## config.mk

```make
export PLATFORM = sky130hd
export DESIGN_NAME = uart_abd
export DESIGN_NICKNAME = d
export VERILOG_FILES = /design/src/hw/uart_abd_pkg.sv /design/src/hw/uart_abd.sv
export SDC_FILE = /design/constraint.sdc
export NUM_CORES = 1
export LEC_CHECK = 0
export ABC_AREA = 0
export BUFFER_PORTS_ARGS = -buffer_cell sky130_fd_sc_hd__buf_2
export CAP_MARGIN = 20
export CELL_PAD_IN_SITES_DETAIL_PLACEMENT = 1
export CELL_PAD_IN_SITES_GLOBAL_PLACEMENT = 1
export CORE_MARGIN = 5
export CORE_UTILIZATION = 25
export DETAILED_ROUTE_END_ITERATION = 16
export PLACE_DENSITY = 0.52
export SETUP_SLACK_MARGIN = 0.05
export SLEW_MARGIN = 5
export SYNTH_ARGS = -nofsm -noshare
export SYNTH_HDL_FRONTEND = slang
export SYNTH_SLANG_ARGS = --single-unit
```

## constraint.sdc

```tcl
create_clock -name clk -period 3.3 [get_ports clk]
set_input_delay 0.165 -clock clk [delete_from_list [all_inputs] [get_ports clk]]
set_output_delay 0.165 -clock clk [all_outputs]
set_load 0.03 [all_outputs]
```

## src/hw/uart_abd_pkg.sv

```systemverilog
// Constants, register map and carrier types for the autobaud, wake and break serial extension
// Notes on behaviour
// - Autobaud times a 55h sync character's edges
// - Enable starts calibration; receiver held idle meanwhile
// - Counting starts at first rise after start
// - Fifth rise stores count, clears enable, flags
// - Receive flag clears on data read; discard value
// - Divisor pair counts as one 16-bit counter
// - Calibration clock is base rate divided by eight
// - Counter starts at one; software subtracts one
// - With wake enabled, calibrate byte after break
// - Counter overflow sets overflow and receive flags
// - Keeps counting; idle flag low until fifth
// - Fifth rise sets receive flag again
// - Wake mode disables reception, watches falling edge
// - Wake event sets receive flag; read clears
// - Rise ending break clears wake enable bit
// - Non-zero character: first low is wake event
// - Break is start, twelve zeros, stop
// - Data write with break and enable sends break
// - Break end clears bit, then sends buffer
package uart_abd_pkg;

	// Bus geometry
	localparam int unsigned ADDR_W = 8;                // Byte address bits seen by the slave
	localparam int unsigned DATA_W = 32;               // Bus data width

	// Register byte offsets
	localparam logic [ADDR_W-1:0] CTRL_OFS    = 8'h00; // Control bits
	localparam logic [ADDR_W-1:0] STATUS_OFS  = 8'h04; // Status flags
	localparam logic [ADDR_W-1:0] DIVISOR_OFS = 8'h08; // Rate divisor pair, high:low
	localparam logic [ADDR_W-1:0] RXDATA_OFS  = 8'h0c; // Receive data, read clears flag
	localparam logic [ADDR_W-1:0] TXDATA_OFS  = 8'h10; // Transmit data

	// Control field positions
	localparam int unsigned CTRL_AUTOBAUD_ENABLE = 0;            // autobaud_enable
	localparam int unsigned CTRL_WUE   = 1;            // wake_on_break_enable
	localparam int unsigned CTRL_SEND_BREAK = 2;            // send_break
	localparam int unsigned CTRL_TRANSMIT_ENABLE  = 3;            // transmit_enable
	localparam int unsigned CTRL_WIDE  = 4;            // wide_rate_select
	localparam int unsigned CTRL_HIGH  = 5;            // high_rate_select

	// Status field positions
	localparam int unsigned STAT_RECEIVE_INT_FLAG  = 0;            // receive_int_flag
	localparam int unsigned STAT_IDLE  = 1;            // receiver_idle_flag
	localparam int unsigned STAT_SHIFT_EMPTY_FLAG  = 2;            // shift_empty_flag
	localparam int unsigned STAT_TXBE  = 3;            // transmit_buffer_empty_flag
	localparam int unsigned STAT_OVF   = 4;            // autobaud_overflow_flag, write 1 clears

	// Rate generator terminal counts (divide by 64, 16, 4)
	localparam logic [5:0] BASE_MAX_SLOW = 6'h3f;      // Select pair 00
	localparam logic [5:0] BASE_MAX_MID  = 6'h0f;      // Select pairs 01 and 10
	localparam logic [5:0] BASE_MAX_FAST = 6'h03;      // Select pair 11
	localparam logic [2:0] ABD_PRE_MAX   = 3'h7;       // Calibration clock is base over eight

	// Calibration figures
	localparam logic [15:0] ABD_START   = 16'h0001;    // Counter starts at one
	localparam logic [2:0]  SYNC_RISES  = 3'h5;        // Rising edges in a 55h sync character
	localparam logic [15:0] DIV_RESET   = 16'h0000;    // Divisor after reset

	// Transmit frame lengths
	localparam logic [3:0]  DATA_FRAME_BITS  = 4'ha;   // Start, eight data, stop
	localparam logic [3:0]  BREAK_FRAME_BITS = 4'he;   // Start, twelve zeros, stop
	localparam logic [11:0] BREAK_ZEROS      = 12'h000;// Body of a break

	// Bus responses
	localparam logic [1:0] RESP_OKAY   = 2'h0;
	localparam logic [1:0] RESP_DECERR = 2'h3;

	// Calibration states, Gray order along the usual path
	typedef enum logic [1:0] {
		AB_IDLE       = 2'h0,
		AB_WAIT_START = 2'h1,
		AB_WAIT_RISE  = 2'h3,
		AB_COUNT      = 2'h2
	} abd_state_e;

	// Transmit states
	typedef enum logic {
		TX_IDLE  = 1'b0,
		TX_SHIFT = 1'b1
	} tx_state_e;

	// Master to slave signals of the register bus
	typedef struct packed {
		logic              awvalid;
		logic [ADDR_W-1:0] awaddr;
		logic              wvalid;
		logic [DATA_W-1:0] wdata;
		logic [3:0]        wstrb;
		logic              bready;
		logic              arvalid;
		logic [ADDR_W-1:0] araddr;
		logic              rready;
	} axil_req_s;

	// Slave to master signals of the register bus
	typedef struct packed {
		logic              awready;
		logic              wready;
		logic              bvalid;
		logic [1:0]        bresp;
		logic              arready;
		logic              rvalid;
		logic [DATA_W-1:0] rdata;
		logic [1:0]        rresp;
	} axil_rsp_s;

endpackage

```

## src/hw/uart_abd.sv

```systemverilog
// Autobaud calibration, wake on break and break transmission with a register bus slave
`timescale 1ns/1ns

module uart_abd
	import uart_abd_pkg::*;
(
	// Clock and reset
	input  wire logic      clk,
	input  wire logic      rst_n,
	// Register bus
	input  wire axil_req_s bus_req,
	output axil_rsp_s      bus_rsp,
	// Serial lines
	input  wire logic      receive_line,
	output logic           transmit_line
);

	// Whole state of the block in one record
	typedef struct packed {
		// Control bits
		logic              autobaud_enable;
		logic              wake_on_break_enable;
		logic              send_break;
		logic              transmit_enable;
		logic              wide_rate_select;
		logic              high_rate_select;
		// Flags
		logic              receive_int_flag;
		logic              autobaud_overflow_flag;
		// Rate generator
		logic [5:0]        pre_cnt;
		logic [2:0]        abd_pre;
		logic [15:0]       baud_cnt;
		logic [15:0]       divisor;
		// Calibration
		abd_state_e        abd_state;
		logic [2:0]        rise_cnt;
		logic              rx_prev;
		// Transmitter
		tx_state_e         tx_state;
		logic [13:0]       tx_shift;
		logic [3:0]        tx_left;
		logic              tx_is_break;
		logic              tx_low;
		logic [7:0]        tx_buf;
		logic              tx_buf_full;
		// Bus answers
		logic              bvalid;
		logic [1:0]        bresp;
		logic              rvalid;
		logic [DATA_W-1:0] rdata;
		logic [1:0]        rresp;
	} state_s;

	state_s s_reg;                  // Registered state
	state_s s_next;                 // Next state

	// Decoded helpers
	logic [5:0]  base_max;          // Terminal count of the base prescaler
	logic        base_tick;         // One pulse per base clock period
	logic        abd_tick;          // One pulse per calibration clock period
	logic        bit_tick;          // One pulse per transmit bit period
	logic [15:0] divisor_eff;       // Divisor as the transmitter uses it
	logic        rx_rise;           // Receive line went high
	logic        rx_fall;           // Receive line went low
	logic        wr_go;             // Write address and data taken together
	logic        rd_go;             // Read address taken
	logic        receive_int_flag_set;          // Hardware sets the receive flag
	logic        receive_int_flag_clr;          // Software read of receive data
	logic        ovf_set;           // Hardware sets the overflow flag
	logic        ovf_clr;           // Software clears the overflow flag
	logic        idle_flag;         // Receiver idle as software sees it
	logic [16:0] abd_sum;           // Counter plus one with carry out
	logic [31:0] ctrl_word;         // Control register read image
	logic [31:0] status_word;       // Status register read image

	// Response outputs come straight from the state; the write readies also need both request valids
	always_comb begin
		bus_rsp         = '0;
		bus_rsp.awready = wr_go;
		bus_rsp.wready  = wr_go;
		bus_rsp.bvalid  = s_reg.bvalid;
		bus_rsp.bresp   = s_reg.bresp;
		bus_rsp.arready = !s_reg.rvalid;
		bus_rsp.rvalid  = s_reg.rvalid;
		bus_rsp.rdata   = s_reg.rdata;
		bus_rsp.rresp   = s_reg.rresp;
	end

	// The line idles high, so the register holds its inverse and resets to zero
	assign transmit_line = !s_reg.tx_low;

	// Both halves must be present; taking them together keeps one write in flight
	assign wr_go = bus_req.awvalid && bus_req.wvalid && !s_reg.bvalid;
	assign rd_go = bus_req.arvalid && !s_reg.rvalid;

	// Base clock choice from the two select bits
	always_comb begin
		case ({s_reg.wide_rate_select, s_reg.high_rate_select})
			2'b00:   base_max = BASE_MAX_SLOW;
			2'b11:   base_max = BASE_MAX_FAST;
			default: base_max = BASE_MAX_MID;
		endcase
	end

	// Derived ticks and edges
	// Compare with at least so that a switch to a faster rate never strands the count
	assign base_tick   = (s_reg.pre_cnt >= base_max);
	assign abd_tick    = base_tick && (s_reg.abd_pre == ABD_PRE_MAX);
	assign divisor_eff = s_reg.wide_rate_select ? s_reg.divisor
	                                            : {8'h00, s_reg.divisor[7:0]};
	assign bit_tick    = base_tick && (s_reg.baud_cnt == divisor_eff);
	assign rx_rise     = receive_line && !s_reg.rx_prev;
	assign rx_fall     = !receive_line && s_reg.rx_prev;
	assign abd_sum     = {1'b0, s_reg.divisor} + 17'h00001;

	// Receiver is busy only while a sync character is being timed
	assign idle_flag = (s_reg.abd_state != AB_WAIT_RISE) &&
	                   (s_reg.abd_state != AB_COUNT);

	// Read images
	always_comb begin
		ctrl_word              = '0;
		ctrl_word[CTRL_AUTOBAUD_ENABLE]  = s_reg.autobaud_enable;
		ctrl_word[CTRL_WUE]    = s_reg.wake_on_break_enable;
		ctrl_word[CTRL_SEND_BREAK]  = s_reg.send_break;
		ctrl_word[CTRL_TRANSMIT_ENABLE]   = s_reg.transmit_enable;
		ctrl_word[CTRL_WIDE]   = s_reg.wide_rate_select;
		ctrl_word[CTRL_HIGH]   = s_reg.high_rate_select;
		status_word            = '0;
		status_word[STAT_RECEIVE_INT_FLAG] = s_reg.receive_int_flag;
		status_word[STAT_IDLE] = idle_flag;
		status_word[STAT_SHIFT_EMPTY_FLAG] = (s_reg.tx_state == TX_IDLE);
		status_word[STAT_TXBE] = !s_reg.tx_buf_full;
		status_word[STAT_OVF]  = s_reg.autobaud_overflow_flag;
	end

	// Next state: hardware first, then software, then the flags with set over clear
	always_comb begin
		s_next   = s_reg;
		receive_int_flag_set = 1'b0;
		ovf_set  = 1'b0;
		receive_int_flag_clr = 1'b0;
		ovf_clr  = 1'b0;

		// Free running prescalers for the base and calibration clocks
		s_next.rx_prev = receive_line;
		if (base_tick) begin
			s_next.pre_cnt = '0;
			s_next.abd_pre = s_reg.abd_pre + 3'h1;
		end else begin
			s_next.pre_cnt = s_reg.pre_cnt + 6'h01;
		end

		// Sync character timing
		case (s_reg.abd_state)
			AB_IDLE: begin
				// A pending wake holds calibration off until the break has ended
				if (s_reg.autobaud_enable && !s_reg.wake_on_break_enable) begin
					s_next.abd_state = AB_WAIT_START;
				end
			end
			AB_WAIT_START: begin
				if (!s_reg.autobaud_enable) begin
					s_next.abd_state = AB_IDLE;
				end else if (rx_fall) begin
					s_next.abd_state = AB_WAIT_RISE;
				end
			end
			AB_WAIT_RISE: begin
				if (!s_reg.autobaud_enable) begin
					s_next.abd_state = AB_IDLE;
				end else if (rx_rise) begin
					// Prescaler realigned so the first count lands a full period later
					s_next.divisor   = ABD_START;
					s_next.abd_pre   = '0;
					s_next.rise_cnt  = 3'h1;
					s_next.abd_state = AB_COUNT;
				end
			end
			AB_COUNT: begin
				if (!s_reg.autobaud_enable) begin
					// Early abort leaves the partial count; later falls look like starts
					s_next.abd_state = AB_IDLE;
				end else begin
					if (abd_tick) begin
						s_next.divisor = abd_sum[15:0];
						if (abd_sum[16]) begin
							ovf_set  = 1'b1;
							receive_int_flag_set = 1'b1;
						end
					end
					if (rx_rise) begin
						s_next.rise_cnt = s_reg.rise_cnt + 3'h1;
						if (s_reg.rise_cnt == SYNC_RISES - 3'h1) begin
							// Count stays in the divisor pair as the new rate
							s_next.autobaud_enable = 1'b0;
							receive_int_flag_set               = 1'b1;
							s_next.abd_state       = AB_IDLE;
						end
					end
				end
			end
			default: s_next.abd_state = AB_IDLE;
		endcase

		// Wake on break, only while no sync character is being timed
		if (s_reg.wake_on_break_enable && s_reg.abd_state == AB_IDLE) begin
			if (rx_fall) begin
				receive_int_flag_set = 1'b1;
			end
			if (rx_rise) begin
				s_next.wake_on_break_enable = 1'b0;
			end
		end

		// Transmit bit timing runs from the whole divisor with wide select, from its low byte otherwise
		if (s_reg.tx_state == TX_SHIFT && base_tick) begin
			s_next.baud_cnt = bit_tick ? 16'h0000 : s_reg.baud_cnt + 16'h0001;
		end

		// Transmitter
		case (s_reg.tx_state)
			TX_IDLE: begin
				if (s_reg.tx_buf_full && s_reg.transmit_enable) begin
					s_next.tx_buf_full = 1'b0;
					s_next.baud_cnt    = '0;
					s_next.tx_state    = TX_SHIFT;
					s_next.tx_low      = 1'b1;
					if (s_reg.send_break) begin
						// The written byte is dropped, zeros go out instead
						s_next.tx_shift    = {1'b0, 1'b1, BREAK_ZEROS};
						s_next.tx_left     = BREAK_FRAME_BITS;
						s_next.tx_is_break = 1'b1;
					end else begin
						s_next.tx_shift    = {5'h1f, 1'b1, s_reg.tx_buf};
						s_next.tx_left     = DATA_FRAME_BITS;
						s_next.tx_is_break = 1'b0;
					end
				end
			end
			TX_SHIFT: begin
				if (bit_tick) begin
					if (s_reg.tx_left == 4'h1) begin
						// Stop bit done; a preloaded byte follows from idle
						s_next.tx_state = TX_IDLE;
						s_next.tx_low   = 1'b0;
						if (s_reg.tx_is_break) begin
							s_next.send_break = 1'b0;
						end
					end else begin
						s_next.tx_low   = !s_reg.tx_shift[0];
						s_next.tx_shift = {1'b1, s_reg.tx_shift[13:1]};
						s_next.tx_left  = s_reg.tx_left - 4'h1;
					end
				end
			end
			default: s_next.tx_state = TX_IDLE;
		endcase

		// Bus write; a software set of a control bit beats a hardware clear
		if (s_reg.bvalid && bus_req.bready) begin
			s_next.bvalid = 1'b0;
		end
		if (wr_go) begin
			s_next.bvalid = 1'b1;
			s_next.bresp  = RESP_OKAY;
			case (bus_req.awaddr)
				CTRL_OFS: begin
					if (bus_req.wstrb[0]) begin
						s_next.autobaud_enable      = bus_req.wdata[CTRL_AUTOBAUD_ENABLE];
						s_next.wake_on_break_enable = bus_req.wdata[CTRL_WUE];
						s_next.send_break           = bus_req.wdata[CTRL_SEND_BREAK];
						s_next.transmit_enable      = bus_req.wdata[CTRL_TRANSMIT_ENABLE];
						s_next.wide_rate_select     = bus_req.wdata[CTRL_WIDE];
						s_next.high_rate_select     = bus_req.wdata[CTRL_HIGH];
					end
				end
				STATUS_OFS: begin
					ovf_clr = bus_req.wstrb[0] && bus_req.wdata[STAT_OVF];
				end
				DIVISOR_OFS: begin
					// The counter owns the pair while a character is timed
					if (s_reg.abd_state != AB_COUNT) begin
						if (bus_req.wstrb[0]) begin
							s_next.divisor[7:0] = bus_req.wdata[7:0];
						end
						if (bus_req.wstrb[1]) begin
							s_next.divisor[15:8] = bus_req.wdata[15:8];
						end
					end
				end
				TXDATA_OFS: begin
					// A write to a full buffer is dropped; software watches the flag
					if (!s_reg.tx_buf_full && bus_req.wstrb[0]) begin
						s_next.tx_buf      = bus_req.wdata[7:0];
						s_next.tx_buf_full = 1'b1;
					end
				end
				RXDATA_OFS: begin
					s_next.bresp = RESP_OKAY;
				end
				default: s_next.bresp = RESP_DECERR;
			endcase
		end

		// Bus read; receive data reads back zero and clears the receive flag
		if (s_reg.rvalid && bus_req.rready) begin
			s_next.rvalid = 1'b0;
		end
		if (rd_go) begin
			s_next.rvalid = 1'b1;
			s_next.rresp  = RESP_OKAY;
			case (bus_req.araddr)
				CTRL_OFS:    s_next.rdata = ctrl_word;
				STATUS_OFS:  s_next.rdata = status_word;
				DIVISOR_OFS: s_next.rdata = {16'h0000, s_reg.divisor};
				TXDATA_OFS:  s_next.rdata = '0;
				RXDATA_OFS: begin
					s_next.rdata = '0;
					receive_int_flag_clr     = 1'b1;
				end
				default: begin
					s_next.rdata = '0;
					s_next.rresp = RESP_DECERR;
				end
			endcase
		end

		// Flags: an event in the clearing cycle is kept
		if (receive_int_flag_clr) begin
			s_next.receive_int_flag = 1'b0;
		end
		if (receive_int_flag_set) begin
			s_next.receive_int_flag = 1'b1;
		end
		if (ovf_clr) begin
			s_next.autobaud_overflow_flag = 1'b0;
		end
		if (ovf_set) begin
			s_next.autobaud_overflow_flag = 1'b1;
		end
	end

	// State register; the edge detector resets to the idle level so no false rise follows
	always_ff @(posedge clk) begin
		if (!rst_n) begin
			s_reg         <= '0;
			s_reg.divisor <= DIV_RESET;
			s_reg.rx_prev <= 1'b1;
		end else begin
			s_reg <= s_next;
		end
	end

endmodule

```

-- Yosys cells after proc, flatten, opt, wreduce, memory -nomap -nowiden
Index checks and enable logic that the tools add are counted.
W data, S select, Z words.
- register bits: 123
- bits in latches: 0
- bits in writable memories: 0
- memory bits (read-only): 0
- input port bits: 60
- output and inout bits: 42
- logic and storage cells: 191
- memories kept: 0
- $add $sub $neg: 6
- multiply operators: 0
- div/mod/pow operators: 0
- order comparisons: 1
- equality and inequality tests: 30
- shift-type cells: 0
- muxes and demuxes: 82
- bitwise gates (word level): 2
- reduce and logical (&&, ||, !) cells: 43
- operators by type and width (operator ; number):
    $mux W16 ; 11
    $pmux W16 S3 ; 1
    $mux W21 ; 2
    $mux W19 ; 2
    $pmux W19 S2 ; 1
    $mux W1 ; 37
    $mux W35 ; 1
    $eq A8 B4 Y1 const B ; 4
    $pmux W16 S2 ; 1
    $mux W18 ; 1
    $mux W3 ; 6
    $mux W6 ; 3
    $add A16 B1 Y17 const B ; 1
    $add A16 B1 Y16 const B ; 1
    $eq A16 B16 Y1 ; 1
    $eq A8 B3 Y1 const B ; 2
    $eq A8 B5 Y1 const B ; 2
    $logic_and A1 B1 Y1 ; 16
    $logic_not A8 Y1 ; 2
    $mux W2 ; 8
    $mux W8 ; 2
    $ne A2 B2 Y1 const B ; 8
    $ne A3 B3 Y1 const B ; 4
    $pmux W6 S2 ; 1
    23 further kinds ; 46

-- Longest topological paths before layout
- word-level depth: 12
- gate-level depth with buffers: 11
- depth with buffers taken out: 8

-- Worst setup path after synthesis
OpenSTA, ideal clock, no wires.
- path type: reg-to-reg
- start: register s_reg (netlist bit ctrl_word[4])
- end: register s_reg[61] (netlist name)
- library setup time: 0.133 ns
- arrival: 2.424 ns
- data required time: 3.167 ns
- path slack: 0.743 ns
- cell stages (with the launch flop): 12
- buffers on the path: 3
- clock period less this slack: 2.557 ns
- cells stage by stage: dfxtp_1 buf_2 or2_2 ha_1 a21oi_1 o22ai_2 or2_1 and4_1 buf_6 buf_8 a211oi_1 a211oi_2
- cells in the longest elaborated chain, start to end: 6
- elaborated cells on any way between the ends: 9
- classes of those cells: order compare (1); eq/ne (3); mux (2); reduce/logical (3)
- RTL lines (what ; line ; source):
    from (decl) ; uart_abd.sv:55 ; state_s s_reg;
    from (signal assigned) ; uart_abd.sv:352 ; s_reg <= s_next;
    $eq A2 B2 Y1 or $logic_not A2 Y1 (tied branches) ; uart_abd.sv:99 ; case ({s_reg.wide_rate_select, s_reg.high_rate_select})
    $pmux W6 S2 ; uart_abd.sv:99 ;
    $ge A6 B6 Y1 ; uart_abd.sv:108 ; assign base_tick = (s_reg.pre_cnt >= base_max);
    $logic_and A1 B1 Y1 (*) ; uart_abd.sv:112 ; assign bit_tick = base_tick && (s_reg.baud_cnt == divisor_eff);
    $ne A2 B1 Y1 (no line) (*) ; n/a ;
    $reduce_and A3 Y1 (no line) (*) ; n/a ;
Every way passes the cells marked *; elsewhere a longest branch is shown, timed or not.
A chain may end at the register's enable or synchronous reset.

-- Worst setup path after layout
- start: register s_reg (netlist bit ctrl_word[5])
- end: register s_reg[51] (netlist name)
- cells in the longest elaborated chain, start to end: 6
- elaborated cells on any way between the ends: 7
- classes of those cells: order compare (1); eq/ne (2); mux (1); reduce/logical (3)
- RTL lines (what ; line):
    $eq A2 B2 Y1 or $logic_not A2 Y1 (tied branches) ; uart_abd.sv:99
    $pmux W6 S2 (*) ; uart_abd.sv:99
    $ge A6 B6 Y1 (*) ; uart_abd.sv:108
    $logic_and A1 B1 Y1 (*) ; uart_abd.sv:112
    $ne A2 B1 Y1 (no line) (*) ; n/a
    $reduce_and A3 Y1 (no line) (*) ; n/a
Marks and branches as above.

==> results.md <==
- Startpoint Class: flip-flop
- Clock buffer count from CTS: 9
- Combinational share of power: 6.0%
- Yosys reg bits: 105
- Design area: ~6400 um2
- Clk pwr share: between 40 and 50%
- Die Y: between 150 and 200 um
- Seq/Total Area, Yosys: 36.48%
- Metal2 WL: slightly above 8 mm
- CP Capture Type: flip-flop
- Longest Clk Path Bufs: 2
- Max Used Layer: met5
- Max FFs per register: 79
- DRT met1 WL: 8.541 mm
- Clock Latency Late Sink: about 0.36 ns
- CP Class: reg2reg
- Routability cong.: roughly 0.75
- Ratio of cells with drive above 1 in the final layout: approximately 15%
- Initial antenna violation count: 1
- Post-synth EDFFs: 0
- Detailed placement HPWL: ~13 mm
- Worst vdd ir: 223.9 uV
- Arrival time of the worst setup path: about 3.0 ns
- Net switching power: about 0.64 mW
- Vias in the first global route: ~5300
- Core area: ~23000 um2
- RSZ-0062 raised after global routing: no
- Layout Utilization: roughly 28%
- Total Routing Usage GR: a little over an eighth
- Vias/cell: between 5 and 6
- Ys flop type: dfxtp_1
- Final Hold Fails: 0
- I/O Buffers: 67
- Core Rows: 55
- Final slew viol count: 0
- Synth Cell Area: about 5800 um2
- Worst slew margin: between 20% and 30%
- Sequential power share: 49.8%
- Post-synth ARST share: 0%
- Area after DPL: about 6100 um2
- Fillers: ~2700
- Status: finished clean
- Starting Density: 25.45%
- Syn avg cell area: about 8.3 um2
- Initial DRC count: 192
- HP Class: in2reg
- CP required: approximately 3.6 ns
- Reg clk slew, reported paths: 0.08 ns
- Least-Margin Pin Slew: between 1 and 1.5 ns
- Area Overhead vs Synth: 11.73%
- Post-DRT Antenna Nets: 0
- Worst-path maximum fanout: 8
- Ys Warns: 0
- Max Clk Rate: 364.5 MHz
- Most common cell after layout, fill and taps aside: dfxtp_1
- Setup violators final: 0
- # DRC: 0
- CTS tree: done
- Root buf cell: clkbuf_16
- WL final: about 18 mm
- Max-cap violations: 0
- Largest net degree at the start of global routing: 44
- Via count: 5083
- Skew final: about 0.013 ns
- Die width: ~160 um
- Die area: ~26000 um2
- Diodes inserted: 0
- Min cycle time layout: 2.744 ns
- Synthesized instance count: about 700
- Io pins: between 100 and 150
- Nets: a little under 800
- Met3 routed wirelength: between 600 and 700 um
- Drt wl/cell: 17.68 um
- Switching part of the total power: 24.93%
- First-pass GRT wire length: 28.71 mm
- Synth cell types: 68
- Most frequent cells in the layout: dfxtp_1 (105), nor2_1 (85), buf_2 (67)
- First-pass DRT Iterations: 4
- Grt ovf: 0
- Final period util: around 83%
- Int Power: 1.938 mW
- Power per cell area: roughly 400 nW/um2
- CTS sink count: 105
- Leakage power: around 2.4 nW
- CTS HTree Levels: 3
- Setup TNS: 0 ns
- PostCTS Resize Cnt: 0
[metal layers]
| metal | track usage, % | up-vias |
|---|---|---|
| li1 | - | 2485 |
| met1 | 17.86 | 2489 |
| met2 | 22.34 | 85 |
| met3 | 2.664 | 22 |
| met4 | 4.652 | 2 |
| met5 | 0 | - |
[final cells by class]
| cell class | count | area, um2 | share of cell area [%] |
|---|---|---|---|
| clock buffers | 10 | 239.0 | 3.712 |
| clock inverters | 6 | 73.82 | 1.147 |
| inverters | 22 | 82.58 | 1.283 |
| multi-input cells | 501 | 3128 | 48.59 |
| flip-flops and latches | 105 | 2102 | 32.65 |
| well taps | 285 | 356.6 | 5.539 |
| repair buffers | 81 | 455.4 | 7.075 |
[critical path, stage by stage, from the launching register on]
cell and delay, ns:
dfxtp_1 0.34, or2_2 0.31, ha_1 0.29, a21oi_1 0.18, o22ai_2 0.12, nor2_1 0.73, nor2_1 0.18, a41o_1 0.28
o221a_1 0.20
[through the flow]
stage | worst slack, ns | hold WS (ns) | total power, mW | instances
final | 0.5562 | 0.08056 | 2.581 | 1010
after global routing | 0.4089 | 0.07643 | 2.698 | 1010
after detailed placement | 0.5435 | 0.3651 | 1.471 | 993
after CTS | 0.5332 | 0.07336 | 2.625 | 1010
after floorplan | 0.7430 | 0.2380 | 1.427 | 712
after global placement | 0.5798 | 0.3538 | 1.466 | 993
[final timing paths]
kind                startpoint           end  slack, ns  cells past startpoint
setup / recovery  ctrl_word[5]     s_reg[51]       0.56                      8
hold / removal     bus_req[20]  ctrl_word[5]       0.08                      3
setup reg to reg  ctrl_word[5]     s_reg[51]       0.56                      8
hold reg to reg     s_reg[109]    s_reg[109]       0.46                      1
[power by group through the flow]
stage               Combinational, mW  Sequential [mW]  Clock, mW
floorplan                       0.118             1.31          0
detailed placement              0.156             1.31          0
CTS                             0.157             1.28       1.18
global route                    0.169             1.29       1.24
global placement                0.153             1.31          0
finish                          0.155             1.28       1.14
[synthesized netlist by cell type, types with 6 or more instances]
master,instances,area share (%)
a22oi_1,15,2.0
a211oi_1,24,3.1
mux2i_1,15,2.6
o21ai_0,31,2.7
o22ai_1,7,0.76
dfxtp_1,105,36
nand2_1,55,3.6
nand4_1,10,1.1
nor2_1,85,5.5
a32oi_1,8,1.2
nor3_1,11,0.96
and2_1,6,0.65
buf_4,42,5.5
and3_1,11,1.2
buf_2,10,0.87
nand3_1,22,1.9
a21oi_1,32,2.8
inv_1,21,1.4
a31oi_1,12,1.3
xor2_1,21,3.2
clkbuf_1,29,1.9
ha_1,13,2.8
xnor2_1,21,3.2
[cell families (layout without fill, tap and decap cells)]
| kind of cell | after synthesis | count (layout) | synth area share (%) |
|---|---|---|---|
| adder cells (fa/ha/maj) | 13 | 13 | 2.823 |
| XOR/XNOR | 42 | 42 | 6.384 |
| flip-flops | 105 | 105 | 36.48 |
| AO/OA/AOI/OAI | 172 | 172 | 20.63 |
| multiplexers | 15 | 15 | 2.606 |
| buffers and inverters | 106 | 119 | 10.31 |
| other | 1 | 16 | 0.06508 |
| AND/OR/NAND/NOR | 243 | 243 | 20.70 |
[repair_timing]
action | 4_1_cts | 5_1_grt
buffers inserted | 0 | 0
hold endpoints to repair | 1 | 0
hold buffers | 1 | 0
Note: power is estimated with default switching activity, not from simulation.
